==> src/common/twr_regs.vh <==
// Register map, field positions, reset values and timing for the traverse block
`ifndef TWR_REGS_VH
`define TWR_REGS_VH

// ****************************************************************
// Register offsets (byte addresses)
// ****************************************************************
`define TWR_ADDR_W          6
`define TWR_OFF_CTRL        6'h00
`define TWR_OFF_BASE_REF    6'h04
`define TWR_OFF_UPPER_EXC   6'h08
`define TWR_OFF_LOWER_EXC   6'h0C
`define TWR_OFF_UPPER_JUMP  6'h10
`define TWR_OFF_LOWER_JUMP  6'h14
`define TWR_OFF_RISE_TIME   6'h18
`define TWR_OFF_FALL_TIME   6'h1C
`define TWR_OFF_REEL_LIMIT  6'h20
`define TWR_OFF_DECREASE    6'h24
`define TWR_OFF_LOW_FLOOR   6'h28
`define TWR_OFF_STATUS      6'h2C
`define TWR_OFF_OP_TIME     6'h30
`define TWR_OFF_SPEED       6'h34

// ****************************************************************
// Field positions
// ****************************************************************
`define TWR_CTRL_COUNTER    0
`define TWR_CTRL_SYNC_OUT   1
`define TWR_CTRL_REEL_OUT   2
`define TWR_CTRL_YARN       3
`define TWR_CTRL_REINIT     4
`define TWR_STAT_END_REEL   0
`define TWR_STAT_STOPPED    1
`define TWR_STAT_ACTIVE     15

// ****************************************************************
// Reset values and limits (speed in 0.1 Hz, times in 0.1 s)
// ****************************************************************
`define TWR_RST_EXC         16'h0028
`define TWR_RST_TIME        16'h0028
`define TWR_MAX_EXC         16'h0064
`define TWR_MIN_TIME        16'h0001
`define TWR_MAX_TIME        16'h270F
`define TWR_MAX_REEL        16'h270F
`define TWR_MAX_DECREASE    16'h1766

// ****************************************************************
// Timing
// ****************************************************************
`define TWR_CLK_NS          10
`define TWR_TICK_NS         1000000
`define TWR_TICK_CYCLES     (`TWR_TICK_NS / `TWR_CLK_NS)
`define TWR_TICKS_PER_TENTH 100
`define TWR_TICKS_PER_MIN   60000

`endif

==> src/rtl/twr_slope.v <==
// Fractional slope generator: unit steps at span units per period ticks
`timescale 1ns/100ps
`default_nettype none
module twr_slope
(
	// Clock and reset
	input  wire        clk,
	input  wire        rst_n,
	// Control
	input  wire        clr,
	input  wire        tick,
	input  wire [15:0] span,
	input  wire [31:0] period,
	// Unit step pulse
	output reg         step
);
	reg [31:0] acc;

	// Steps are paid out one per clock between ticks; ticks are far apart
	always @(posedge clk or negedge rst_n)
	begin
		if (!rst_n)
		begin
			acc  <= 32'h0;
			step <= 1'b0;
		end
		else if (clr)
		begin
			acc  <= 32'h0;
			step <= 1'b0;
		end
		else
		begin
			step <= 1'b0;
			if (tick)
				acc <= acc + {16'h0, span};
			else if (period != 32'h0 && acc >= period)
			begin
				acc  <= acc - period;
				step <= 1'b1;
			end
		end
	end
endmodule // twr_slope
`default_nettype wire

==> src/rtl/twr_tick_div.v <==
// Enable-pulse divider producing one pulse every N enabled cycles
`timescale 1ns/100ps
`default_nettype none
module twr_tick_div
#(
	parameter N = 100000
)
(
	// Clock and reset
	input  wire        clk,
	input  wire        rst_n,
	// Control
	input  wire        en,
	input  wire        clr,
	// Output pulse
	output reg         tick
);
	reg [31:0] count;

	always @(posedge clk or negedge rst_n)
	begin
		if (!rst_n)
		begin
			count <= 32'h0;
			tick  <= 1'b0;
		end
		else if (clr)
		begin
			count <= 32'h0;
			tick  <= 1'b0;
		end
		else
		begin
			tick <= 1'b0;
			if (en)
			begin
				if (count >= N - 1)
				begin
					count <= 32'h0;
					tick  <= 1'b1;
				end
				else
					count <= count + 32'h1;
			end
		end
	end
endmodule // twr_tick_div
`default_nettype wire

==> src/rtl/twr_traverse.v <==
// Traverse wobble speed reference with reel timer and Wishbone registers
//
// Operation
// - Cycle starts only at base reference with yarn command active.
// - Yarn command at 1 starts, at 0 stops; inactive by default.
// - On withdrawal ramp back to base, then end the function.
// - Status bit 15 is 1 while the function is active.
// - Upper and lower excursions 0 to 10 Hz, default 4 Hz.
// - Rise and fall times 0.1 to 999.9 s, default 4 s.
// - Operating time reaching reel limit sets end-of-reel output.
// - Operating time readable at all times over the bus.
// - Base lowered by decrease over reel time, slope continues after.
// - Zero floor: reference reaches 0, drive stops until new run.
// - Nonzero floor: base held at the floor; cycle keeps running, dipping below it by the lower excursion.
// - Reinitialise clears alarm, operating time and restores base.
// - While reinitialise is 1, function disabled, speed equals base (0 if the drive is stopped).
// - Counter-wobble slave profile runs in antiphase to the master.
// - Master sync output drives the slave sync input.
// - Counter wobble starts at base speed, yarn active, sync present.
`timescale 1ns/100ps
`default_nettype none
`include "twr_regs.vh"
module twr_traverse
#(
	parameter TICK_CYCLES = `TWR_TICK_CYCLES,
	parameter MIN_TICKS   = `TWR_TICKS_PER_MIN
)
(
	// Clock and reset
	input  wire        clk,
	input  wire        rst_n,
	// Wishbone slave
	input  wire        wb_cyc_i,
	input  wire        wb_stb_i,
	input  wire        wb_we_i,
	input  wire [5:0]  wb_adr_i,
	input  wire [3:0]  wb_sel_i,
	input  wire [31:0] wb_dat_i,
	output reg  [31:0] wb_dat_o,
	output reg         wb_ack_o,
	// Command inputs
	input  wire        yarnCommand,
	input  wire        reinitCommand,
	input  wire        runCommand,
	input  wire        counterWobbleSyncInput,
	input  wire        peerAtBase,
	// Outputs
	output reg  [15:0] speedReference,
	output reg         endOfReelOutput,
	output reg         counterWobbleSyncOutput,
	output reg         driveStop
);
	// ****************************************************************
	// Helpers
	// ****************************************************************
	function [15:0] min16;
		input [15:0] a;
		input [15:0] b;
		begin
			min16 = (a < b) ? a : b;
		end
	endfunction

	function [15:0] lanes;
		input [15:0] old;
		input [31:0] val;
		input [3:0]  sel;
		begin
			lanes = {sel[1] ? val[15:8] : old[15:8],
				 sel[0] ? val[7:0] : old[7:0]};
		end
	endfunction

	function [15:0] clampTime;
		input [15:0] t;
		begin
			if (t < `TWR_MIN_TIME)
				clampTime = `TWR_MIN_TIME;
			else
				clampTime = min16(t, `TWR_MAX_TIME);
		end
	endfunction

	// ****************************************************************
	// Registers
	// ****************************************************************
	localparam IDLE = 2'd0;
	localparam RISE = 2'd1;
	localparam FALL = 2'd2;
	localparam BACK = 2'd3;

	reg  [4:0]  ctrl;
	reg  [15:0] baseRef;
	reg  [15:0] upperExc;
	reg  [15:0] lowerExc;
	reg  [15:0] upperJump;
	reg  [15:0] lowerJump;
	reg  [15:0] riseTime;
	reg  [15:0] fallTime;
	reg  [15:0] reelLimit;
	reg  [15:0] decrease;
	reg  [15:0] lowFloor;
	reg  [15:0] opTime;
	reg  [15:0] decAmount;
	reg  [16:0] offset;
	reg  [1:0]  state;
	reg         stopped;
	reg         syncPrev;
	reg         runPrev;

	wire        busReq = wb_cyc_i & wb_stb_i & ~wb_ack_o;
	wire        busWr  = busReq & wb_we_i;
	wire        slave  = ctrl[`TWR_CTRL_COUNTER];
	wire        yarn   = yarnCommand | ctrl[`TWR_CTRL_YARN];
	wire        reinit = reinitCommand | ctrl[`TWR_CTRL_REINIT];
	wire        active = (state != IDLE);
	wire        runRise = runCommand & ~runPrev;
	wire        syncRise = counterWobbleSyncInput & ~syncPrev;
	wire        syncFall = ~counterWobbleSyncInput & syncPrev;
	wire [15:0] jumpUp = min16(upperJump, upperExc);
	wire [15:0] jumpDn = min16(lowerJump, lowerExc);
	wire [16:0] upLim  = {1'b0, upperExc};
	wire [16:0] dnLim  = 17'h0 - {1'b0, lowerExc};
	wire [16:0] span17 = {1'b0, upperExc} + {1'b0, lowerExc};
	wire [31:0] riseP  = {16'h0, riseTime} * `TWR_TICKS_PER_TENTH;
	wire [31:0] fallP  = {16'h0, fallTime} * `TWR_TICKS_PER_TENTH;
	wire [31:0] decP   = {16'h0, reelLimit} * MIN_TICKS;

	// Lowered base, held at the floor when one is set
	wire [15:0] lowered = (baseRef > decAmount) ? baseRef - decAmount
						    : 16'h0;
	wire        atFloor = (lowFloor != 16'h0) && (lowered <= lowFloor);
	wire [15:0] effBase = atFloor ? min16(lowFloor, baseRef)
				      : lowered;
	wire [16:0] sum     = {1'b0, effBase} + offset;
	wire [15:0] nextRef = sum[16] ? 16'h0 : sum[15:0];

	// ****************************************************************
	// Ticks and slopes
	// ****************************************************************
	wire msTick;
	wire minTick;
	wire riseStep;
	wire fallStep;
	wire decStep;

	twr_tick_div #(.N(TICK_CYCLES)) uMsDiv
	(
		.clk   (clk),
		.rst_n (rst_n),
		.en    (1'b1),
		.clr   (1'b0),
		.tick  (msTick)
	);

	// Minute count restarts with each reinitialise
	twr_tick_div #(.N(MIN_TICKS)) uMinDiv
	(
		.clk   (clk),
		.rst_n (rst_n),
		.en    (msTick & active),
		.clr   (reinit),
		.tick  (minTick)
	);

	twr_slope uRise
	(
		.clk    (clk),
		.rst_n  (rst_n),
		.clr    (~active),
		.tick   (msTick),
		.span   (span17[15:0]),
		.period (riseP),
		.step   (riseStep)
	);

	twr_slope uFall
	(
		.clk    (clk),
		.rst_n  (rst_n),
		.clr    (~active),
		.tick   (msTick),
		.span   (span17[15:0]),
		.period (fallP),
		.step   (fallStep)
	);

	// Decrease spread over the reel time; a zero limit disables it
	twr_slope uDec
	(
		.clk    (clk),
		.rst_n  (rst_n),
		.clr    (reinit | (reelLimit == 16'h0)),
		.tick   (msTick & active),
		.span   (decrease),
		.period (decP),
		.step   (decStep)
	);

	// ****************************************************************
	// Register writes
	// ****************************************************************
	always @(posedge clk or negedge rst_n)
	begin
		if (!rst_n)
		begin
			ctrl      <= 5'h0;
			baseRef   <= 16'h0;
			upperExc  <= `TWR_RST_EXC;
			lowerExc  <= `TWR_RST_EXC;
			upperJump <= 16'h0;
			lowerJump <= 16'h0;
			riseTime  <= `TWR_RST_TIME;
			fallTime  <= `TWR_RST_TIME;
			reelLimit <= 16'h0;
			decrease  <= 16'h0;
			lowFloor  <= 16'h0;
		end
		else if (busWr)
		begin
			case (wb_adr_i)
			`TWR_OFF_CTRL:
				ctrl <= wb_sel_i[0] ? wb_dat_i[4:0] : ctrl;
			`TWR_OFF_BASE_REF:
				baseRef <= lanes(baseRef, wb_dat_i, wb_sel_i);
			`TWR_OFF_UPPER_EXC:
				upperExc <= min16(lanes(upperExc, wb_dat_i,
					wb_sel_i), `TWR_MAX_EXC);
			`TWR_OFF_LOWER_EXC:
				lowerExc <= min16(lanes(lowerExc, wb_dat_i,
					wb_sel_i), `TWR_MAX_EXC);
			`TWR_OFF_UPPER_JUMP:
				upperJump <= lanes(upperJump, wb_dat_i, wb_sel_i);
			`TWR_OFF_LOWER_JUMP:
				lowerJump <= lanes(lowerJump, wb_dat_i, wb_sel_i);
			`TWR_OFF_RISE_TIME:
				riseTime <= clampTime(lanes(riseTime, wb_dat_i,
					wb_sel_i));
			`TWR_OFF_FALL_TIME:
				fallTime <= clampTime(lanes(fallTime, wb_dat_i,
					wb_sel_i));
			`TWR_OFF_REEL_LIMIT:
				reelLimit <= min16(lanes(reelLimit, wb_dat_i,
					wb_sel_i), `TWR_MAX_REEL);
			`TWR_OFF_DECREASE:
				decrease <= min16(lanes(decrease, wb_dat_i,
					wb_sel_i), `TWR_MAX_DECREASE);
			`TWR_OFF_LOW_FLOOR:
				lowFloor <= lanes(lowFloor, wb_dat_i, wb_sel_i);
			default:
				ctrl <= ctrl;
			endcase
		end
	end

	// ****************************************************************
	// Wishbone answer: one wait state, unmapped reads return zero
	// ****************************************************************
	always @(posedge clk or negedge rst_n)
	begin
		if (!rst_n)
		begin
			wb_ack_o <= 1'b0;
			wb_dat_o <= 32'h0;
		end
		else
		begin
			wb_ack_o <= busReq;
			wb_dat_o <= 32'h0;
			if (busReq && !wb_we_i)
			begin
				case (wb_adr_i)
				`TWR_OFF_CTRL:       wb_dat_o <= {27'h0, ctrl};
				`TWR_OFF_BASE_REF:   wb_dat_o <= {16'h0, baseRef};
				`TWR_OFF_UPPER_EXC:  wb_dat_o <= {16'h0, upperExc};
				`TWR_OFF_LOWER_EXC:  wb_dat_o <= {16'h0, lowerExc};
				`TWR_OFF_UPPER_JUMP: wb_dat_o <= {16'h0, upperJump};
				`TWR_OFF_LOWER_JUMP: wb_dat_o <= {16'h0, lowerJump};
				`TWR_OFF_RISE_TIME:  wb_dat_o <= {16'h0, riseTime};
				`TWR_OFF_FALL_TIME:  wb_dat_o <= {16'h0, fallTime};
				`TWR_OFF_REEL_LIMIT: wb_dat_o <= {16'h0, reelLimit};
				`TWR_OFF_DECREASE:   wb_dat_o <= {16'h0, decrease};
				`TWR_OFF_LOW_FLOOR:  wb_dat_o <= {16'h0, lowFloor};
				`TWR_OFF_STATUS:
					wb_dat_o <= {16'h0, active, 13'h0,
						driveStop, endOfReelOutput};
				`TWR_OFF_OP_TIME:
					wb_dat_o <= {16'h0, opTime};
				`TWR_OFF_SPEED:
					wb_dat_o <= {16'h0, speedReference};
				default:             wb_dat_o <= 32'h0;
				endcase
			end
		end
	end

	// ****************************************************************
	// Reel timer, base decrease and stop latch
	// ****************************************************************
	always @(posedge clk or negedge rst_n)
	begin
		if (!rst_n)
		begin
			opTime          <= 16'h0;
			decAmount       <= 16'h0;
			endOfReelOutput <= 1'b0;
			stopped         <= 1'b0;
			driveStop       <= 1'b0;
			runPrev         <= 1'b0;
		end
		else
		begin
			runPrev <= runCommand;
			if (reinit)
			begin
				opTime          <= 16'h0;
				decAmount       <= 16'h0;
				endOfReelOutput <= 1'b0;
			end
			else
			begin
				if (minTick && opTime != 16'hFFFF)
					opTime <= opTime + 16'h1;
				// Keeps falling past the reel time at the same slope
				if (decStep && !atFloor && lowered != 16'h0)
					decAmount <= decAmount + 16'h1;
				if (ctrl[`TWR_CTRL_REEL_OUT] &&
				    reelLimit != 16'h0 && opTime >= reelLimit)
					endOfReelOutput <= 1'b1;
			end
			// A new run command is the only way out of the stop
			if (active && lowFloor == 16'h0 &&
			    decAmount != 16'h0 && lowered == 16'h0)
				stopped <= 1'b1;
			else if (runRise)
				stopped <= 1'b0;
			driveStop <= stopped;
		end
	end

	// ****************************************************************
	// Wobble state machine
	// ****************************************************************
	always @(posedge clk or negedge rst_n)
	begin
		if (!rst_n)
		begin
			state    <= IDLE;
			offset   <= 17'h0;
			syncPrev <= 1'b0;
		end
		else
		begin
			syncPrev <= counterWobbleSyncInput;
			if (reinit || stopped)
			begin
				state  <= IDLE;
				offset <= 17'h0;
			end
			else
			begin
				case (state)
				IDLE:
					// Output equals base here since offset is zero
					if (yarn && (!slave ||
					    (counterWobbleSyncInput && peerAtBase)))
						state <= (slave && counterWobbleSyncInput)
							? FALL : RISE;
				RISE:
					if (!yarn)
						state <= BACK;
					else if ((!slave && offset == upLim) ||
						 (slave && syncRise))
					begin
						offset <= offset - {1'b0, jumpUp};
						state  <= FALL;
					end
					else if (riseStep && offset != upLim)
						offset <= offset + 17'h1;
				FALL:
					if (!yarn)
						state <= BACK;
					else if ((!slave && offset == dnLim) ||
						 (slave && syncFall))
					begin
						offset <= offset + {1'b0, jumpDn};
						state  <= RISE;
					end
					else if (fallStep && offset != dnLim)
						offset <= offset - 17'h1;
				BACK:
					if (offset == 17'h0)
						state <= IDLE;
					else if (offset[16] && riseStep)
						offset <= offset + 17'h1;
					else if (!offset[16] && fallStep)
						offset <= offset - 17'h1;
				default:
					state <= IDLE;
				endcase
			end
		end
	end

	// ****************************************************************
	// Registered outputs
	// ****************************************************************
	always @(posedge clk or negedge rst_n)
	begin
		if (!rst_n)
		begin
			speedReference          <= 16'h0;
			counterWobbleSyncOutput <= 1'b0;
		end
		else
		begin
			speedReference <= stopped ? 16'h0 : nextRef;
			// Master marks its rising half for the slave to mirror
			counterWobbleSyncOutput <= ctrl[`TWR_CTRL_SYNC_OUT] &&
				!slave && state == RISE;
		end
	end
endmodule // twr_traverse
`default_nettype wire

==> config.mk <==
export PLATFORM = sky130hd
export DESIGN_NAME = twr_traverse
export DESIGN_NICKNAME = d
export VERILOG_FILES = /design/src/rtl/twr_slope.v /design/src/rtl/twr_tick_div.v /design/src/rtl/twr_traverse.v
export VERILOG_INCLUDE_DIRS = /design/src /design/src/common
export SDC_FILE = /design/constraint.sdc
export NUM_CORES = 2
export LEC_CHECK = 0
export BUFFER_PORTS_ARGS = -buffer_cell sky130_fd_sc_hd__buf_4
export CORE_MARGIN = 4
export CORE_UTILIZATION = 55
export DETAILED_ROUTE_END_ITERATION = 7
export PLACE_DENSITY = 0.8
export SYNTH_ARGS = -nofsm -noshare
export SYNTH_HDL_FRONTEND = slang
export SYNTH_SLANG_ARGS = --single-unit
==> constraint.sdc <==
create_clock -name clk -period 15.4 [get_ports clk]
set_input_delay 0.77 -clock clk [delete_from_list [all_inputs] [get_ports clk]]
set_output_delay 0.77 -clock clk [all_outputs]
set_load 0.05 [all_outputs]
==> impl_summary.log <==
INFO  metric worst_setup_path_end_kind = flop
INFO  metric totalWireLength = 135000 µm
INFO  metric ctsResizeCount = 0
INFO  metric timing.rr.end = uDec.acc[8]$_DFFE_PN0P_
INFO  metric cts_tree = built
INFO  metric power_leakage = 21.0 nW
INFO  metric ff2ff_path_depth = 27
INFO  metric fp.dieArea = 0.0792 mm²
INFO  metric synthesis.area_per_instance = 8.46 µm²
INFO  metric path_max_fanout = 18
INFO  metric cts_inserted_buffers = 51
INFO  metric floorplan.core_area = 0.0743 mm²
INFO  metric groute.usage.overall = 33.3%
INFO  metric drcViolationCount = 0
INFO  metric logic_depth_of_the_worst_setup_path_including_buffers = 27
INFO  metric antenna_found_initial = 14
INFO  metric post_synth_instance_area = 0.0411 mm²
INFO  metric area_delta_synth_final = 8.12%
INFO  metric placement.cell_area = 0.0425 mm²
INFO  metric pwr_density_cell = 128 mW/mm²
INFO  metric status = completed
INFO  metric route.antenna.remaining_nets = 0
INFO  metric die_width = 281 µm
INFO  metric num-fill-cells = 6515
INFO  metric synth_cell_type_count = 92
INFO  metric timing_max_transition_violations_final = 0
INFO  metric globalRoute.busiestLayer = met2
INFO  metric post_drt_via_cell_ratio = 6.54
INFO  metric layout_min_cycle_time = 9.89 ns
INFO  metric layout.nets = 5474
INFO  metric share_of_layout_cells_above_drive_strength_1 = 7.45%
INFO  metric synth-seq-cells = 420
INFO  metric clk_path_buf_depth = 3
INFO  metric numPortBuffers = 69
INFO  metric critPathSlowestCell = sky130_fd_sc_hd__a2111oi_0
INFO  metric first_pass_iters = 6
INFO  metric synth_enable_flop_cells = 0
INFO  metric stdcell_area = 0.0445 mm²
INFO  metric globalRouteMet3Util = 9.61%
INFO  metric cts_hold_repair.buffers = 0
INFO  metric effective_utilization_at_floorplan = 55.3%
INFO  metric cts.sinks = 420
INFO  metric cp_top_delay_family = adder cells
INFO  metric asyncSetResetFlopFracSynth = 100%
INFO  metric max_slew.worst_pin.slew = 1.26 ns
INFO  metric global_route.usage.met1 = 45.1%
INFO  metric cap_violations = 0
INFO  metric floorplan.die.height = 281 µm
INFO  metric finClkSkew = 0.0338 ns
INFO  metric vdd.ir_drop.worst = 0.132 mV
INFO  metric insertion_delay = 0.62 ns
INFO  metric timing_worst_setup_path_type = reg2reg
INFO  metric setup.reg_to_reg.worst_slack = 5.51 ns
INFO  metric grt_pass1_wl = 208000 µm
INFO  metric cts.reportedPaths.clkPinSlew = 0.06 ns
INFO  metric path_common_cell = sky130_fd_sc_hd__fa_1
INFO  metric ys_warn_count = 0
INFO  metric overflow = 0
INFO  metric synth.yosys.seq_area_share = 25.6%
INFO  metric number_of_global_route_vias_before_repair = 36000
INFO  metric synth_cells = 4862
INFO  metric timing.final.setup_violations = 0
INFO  metric timing.final.hold_violations = 0
INFO  metric via_count = 38400
INFO  metric cts_htree_levels = 2
INFO  metric pin_count = 104
INFO  metric max_freq = 101 MHz
INFO  metric timing.critical_path.required = 15.88 ns
INFO  metric worstSetupStartpointType = flop
INFO  metric grtUsageMet2 = 50.4%
INFO  metric hold_path.class = in2async
INFO  metric max-slew-margin-rel = 15.0%
INFO  metric crit_path_max_incr_delay = 0.61 ns
INFO  metric layout.area.seq = 0.0105 mm²
INFO  metric routabilityCongestion = 1.04
INFO  metric place.detailed.hpwl = 103000 µm
INFO  metric multi_input_area = 0.0282 mm²
INFO  metric post_cts_buffers = 0
INFO  metric startpoint_of_the_lowest_slack_register_to_register_path = reelLimit[1]$_DFFE_PN0P_
INFO  metric path_buf_inv = 4
INFO  metric clock-root-buffer = sky130_fd_sc_hd__clkbuf_16
INFO  metric worst_ep_arrival_time = 10.37 ns
INFO  metric core.rowCount = 100
INFO  metric drt-initial-drc-count = 4178
INFO  metric final.setup.tns = 0 ns
INFO  metric grt_start_max_net_pins = 159
INFO  metric avgRoutedWirePerCell = 23.0 µm
INFO  metric rsz0062_at_grt = false
INFO  metric fin_crit_sh = 64.2%
INFO  metric synth_flop_cell = sky130_fd_sc_hd__dfrtp_1
-- worst register-to-register path, stage by stage, from the launching register on --
cell and delay, ns:
sky130_fd_sc_hd__dfrtp_1 0.59, sky130_fd_sc_hd__inv_1 0.30, sky130_fd_sc_hd__fa_1 0.60, sky130_fd_sc_hd__inv_1 0.06
sky130_fd_sc_hd__fa_1 0.48, sky130_fd_sc_hd__fa_1 0.53, sky130_fd_sc_hd__inv_1 0.06, sky130_fd_sc_hd__fa_1 0.50
sky130_fd_sc_hd__fa_1 0.53, sky130_fd_sc_hd__inv_1 0.05, sky130_fd_sc_hd__ha_1 0.35, sky130_fd_sc_hd__and3_1 0.19
sky130_fd_sc_hd__a31o_2 0.25, sky130_fd_sc_hd__a211o_1 0.32, sky130_fd_sc_hd__a2111oi_0 0.45, sky130_fd_sc_hd__nor3_1 0.19
sky130_fd_sc_hd__ha_1 0.38, sky130_fd_sc_hd__a21oi_1 0.13, sky130_fd_sc_hd__o21ai_0 0.11, sky130_fd_sc_hd__o21a_1 0.22
sky130_fd_sc_hd__nor4b_1 0.47, sky130_fd_sc_hd__o21ai_0 0.24, sky130_fd_sc_hd__o311a_1 0.39, sky130_fd_sc_hd__maj3_1 0.36
sky130_fd_sc_hd__a2111oi_0 0.61, sky130_fd_sc_hd__a211o_1 0.42, sky130_fd_sc_hd__nand2_1 0.56, sky130_fd_sc_hd__mux2_2 0.47
-- stage by stage --
step / power, W / worst slack (ns) / instances / utilization, % / hold WS [ns]
6_report: 0.00569 / 5.51 / 5874 / 59.8 / 0.183
5_1_grt: 0.00607 / 5.02 / 5869 / 59.8 / 0.254
4_1_cts: 0.00564 / 5.58 / 5869 / 59.8 / 0.215
3_5_place_dp: 0.00424 / 5.62 / 5774 / 57.2 / 0.477
3_3_place_gp: 0.00417 / 5.78 / 5774 / 57.2 / 0.464
2_1_floorplan: 0.00356 / 7.19 / 4892 / - / 0.442
-- state kept, by name (all words and copies together) (netlist names), 17 cells and up --
signal         count
offset            17
uDec.acc          32
uFall.acc         32
uMinDiv.count     32
uMsDiv.count      32
uRise.acc         32
-- cell families (layout without fill, tap and decap cells) --
kind of cell	after synthesis	after routing	share of synthesized area (%)
AO/OA/AOI/OAI	1337	1337	21.9
other	1	36	0.00912
flip-flops	420	420	25.6
XOR/XNOR	284	284	6.05
AND/OR/NAND/NOR	1466	1466	17.7
multiplexers	138	138	3.59
buffers and inverters	648	656	6.16
adder cells (fa/ha/maj)	568	568	19.0
-- layer usage --
metal | share of wire (%) | vias up
met3 | 12 | 425
met2 | 42 | 1897
met1 | 41 | 18400
li1 | - | 17700
met5 | 0.075 | -
met4 | 4.9 | 14
-- synthesized netlist by cell type, types with 17 or more instances --
library cell / instances / area, µm²
sky130_fd_sc_hd__ha_1: 470 / 5880
sky130_fd_sc_hd__inv_1: 439 / 1650
sky130_fd_sc_hd__dfrtp_1: 412 / 10300
sky130_fd_sc_hd__nand2_1: 374 / 1400
sky130_fd_sc_hd__nor2_1: 343 / 1290
sky130_fd_sc_hd__a21oi_1: 303 / 1520
sky130_fd_sc_hd__o21ai_0: 253 / 1270
sky130_fd_sc_hd__clkbuf_1: 162 / 608
sky130_fd_sc_hd__xnor2_1: 152 / 1330
sky130_fd_sc_hd__xor2_1: 132 / 1160
sky130_fd_sc_hd__nand3_1: 122 / 611
sky130_fd_sc_hd__nor3_1: 121 / 606
sky130_fd_sc_hd__a21o_1: 100 / 751
sky130_fd_sc_hd__fa_1: 94 / 1880
sky130_fd_sc_hd__mux2_2: 76 / 856
sky130_fd_sc_hd__and3_1: 74 / 463
sky130_fd_sc_hd__nand4_1: 68 / 425
sky130_fd_sc_hd__a211oi_1: 62 / 465
sky130_fd_sc_hd__mux2i_1: 61 / 611
sky130_fd_sc_hd__nand2b_1: 59 / 369
sky130_fd_sc_hd__a22oi_1: 49 / 368
sky130_fd_sc_hd__a31oi_1: 47 / 294
sky130_fd_sc_hd__nor2b_1: 47 / 294
sky130_fd_sc_hd__nor4_1: 47 / 294
sky130_fd_sc_hd__o31ai_1: 47 / 353
sky130_fd_sc_hd__or3_1: 47 / 294
sky130_fd_sc_hd__o21a_1: 41 / 308
sky130_fd_sc_hd__and2_1: 37 / 231
sky130_fd_sc_hd__o211ai_1: 37 / 278
sky130_fd_sc_hd__a22o_1: 36 / 315
sky130_fd_sc_hd__o22ai_1: 31 / 194
sky130_fd_sc_hd__or4_1: 29 / 218
sky130_fd_sc_hd__or2_2: 27 / 169
sky130_fd_sc_hd__a221oi_1: 26 / 228
sky130_fd_sc_hd__o21bai_1: 26 / 195
sky130_fd_sc_hd__o2111ai_1: 25 / 219
sky130_fd_sc_hd__a21boi_0: 22 / 165
sky130_fd_sc_hd__a2111oi_0: 21 / 184
sky130_fd_sc_hd__a211o_1: 18 / 158
sky130_fd_sc_hd__o32ai_1: 18 / 158
sky130_fd_sc_hd__and4_1: 17 / 149
sky130_fd_sc_hd__buf_1: 17 / 63.8
-- power by group --
part	switching (W)	leakage, nW	internal (W)	total (W)
Combinational	0.00177	14.6	0.00119	0.00296
Sequential	0.000158	5.52	0.00120	0.00136
Clock	0.000522	0.937	0.000851	0.00137
Total	0.00245	21.0	0.00324	0.00569
-- layout by cell type, fill, tap and decap left out, types with 68 or more instances in the layout --
cell type / Yosys / routed
sky130_fd_sc_hd__ha_1: 470 / 470
sky130_fd_sc_hd__inv_1: 439 / 439
sky130_fd_sc_hd__dfrtp_1: 412 / 411
sky130_fd_sc_hd__nand2_1: 374 / 374
sky130_fd_sc_hd__nor2_1: 343 / 339
sky130_fd_sc_hd__a21oi_1: 303 / 303
sky130_fd_sc_hd__o21ai_0: 253 / 253
sky130_fd_sc_hd__xnor2_1: 152 / 152
sky130_fd_sc_hd__xor2_1: 132 / 132
sky130_fd_sc_hd__nand3_1: 122 / 122
sky130_fd_sc_hd__nor3_1: 121 / 119
sky130_fd_sc_hd__buf_4: 16 / 118
sky130_fd_sc_hd__a21o_1: 100 / 100
sky130_fd_sc_hd__fa_1: 94 / 94
sky130_fd_sc_hd__mux2_2: 76 / 76
sky130_fd_sc_hd__and3_1: 74 / 74
sky130_fd_sc_hd__nand4_1: 68 / 68
-- layout make-up --
| class | count | share of cell area (%) |
|---|---|---|
| Multi-Input combinational cell | 3824 | 63.5 |
| Sequential cell | 420 | 23.7 |
| Inverter | 441 | 3.72 |
| Clock buffer | 65 | 3.26 |
| Tap cell | 969 | 2.73 |
| Timing Repair Buffer | 120 | 2.07 |
| Clock inverter | 30 | 1.01 |
| Antenna cell | 5 | 0.0281 |
-- worst max-delay path by stage --
stage                                   startpoint                        to  slack [ns]
after floorplan           reelLimit[1]$_DFFE_PN0P_  uDec.acc[20]$_DFFE_PN0P_        7.19
after global placement    reelLimit[1]$_DFFE_PN0P_   uDec.acc[9]$_DFFE_PN0P_        5.78
after detailed placement  reelLimit[1]$_DFFE_PN0P_   uDec.acc[8]$_DFFE_PN0P_        5.62
after CTS                 reelLimit[1]$_DFFE_PN0P_   uDec.acc[8]$_DFFE_PN0P_        5.58
after global routing      reelLimit[1]$_DFFE_PN0P_   uDec.acc[8]$_DFFE_PN0P_        5.02
final                     reelLimit[1]$_DFFE_PN0P_   uDec.acc[8]$_DFFE_PN0P_        5.51
No activity file was read; power rests on OpenSTA's default activity.
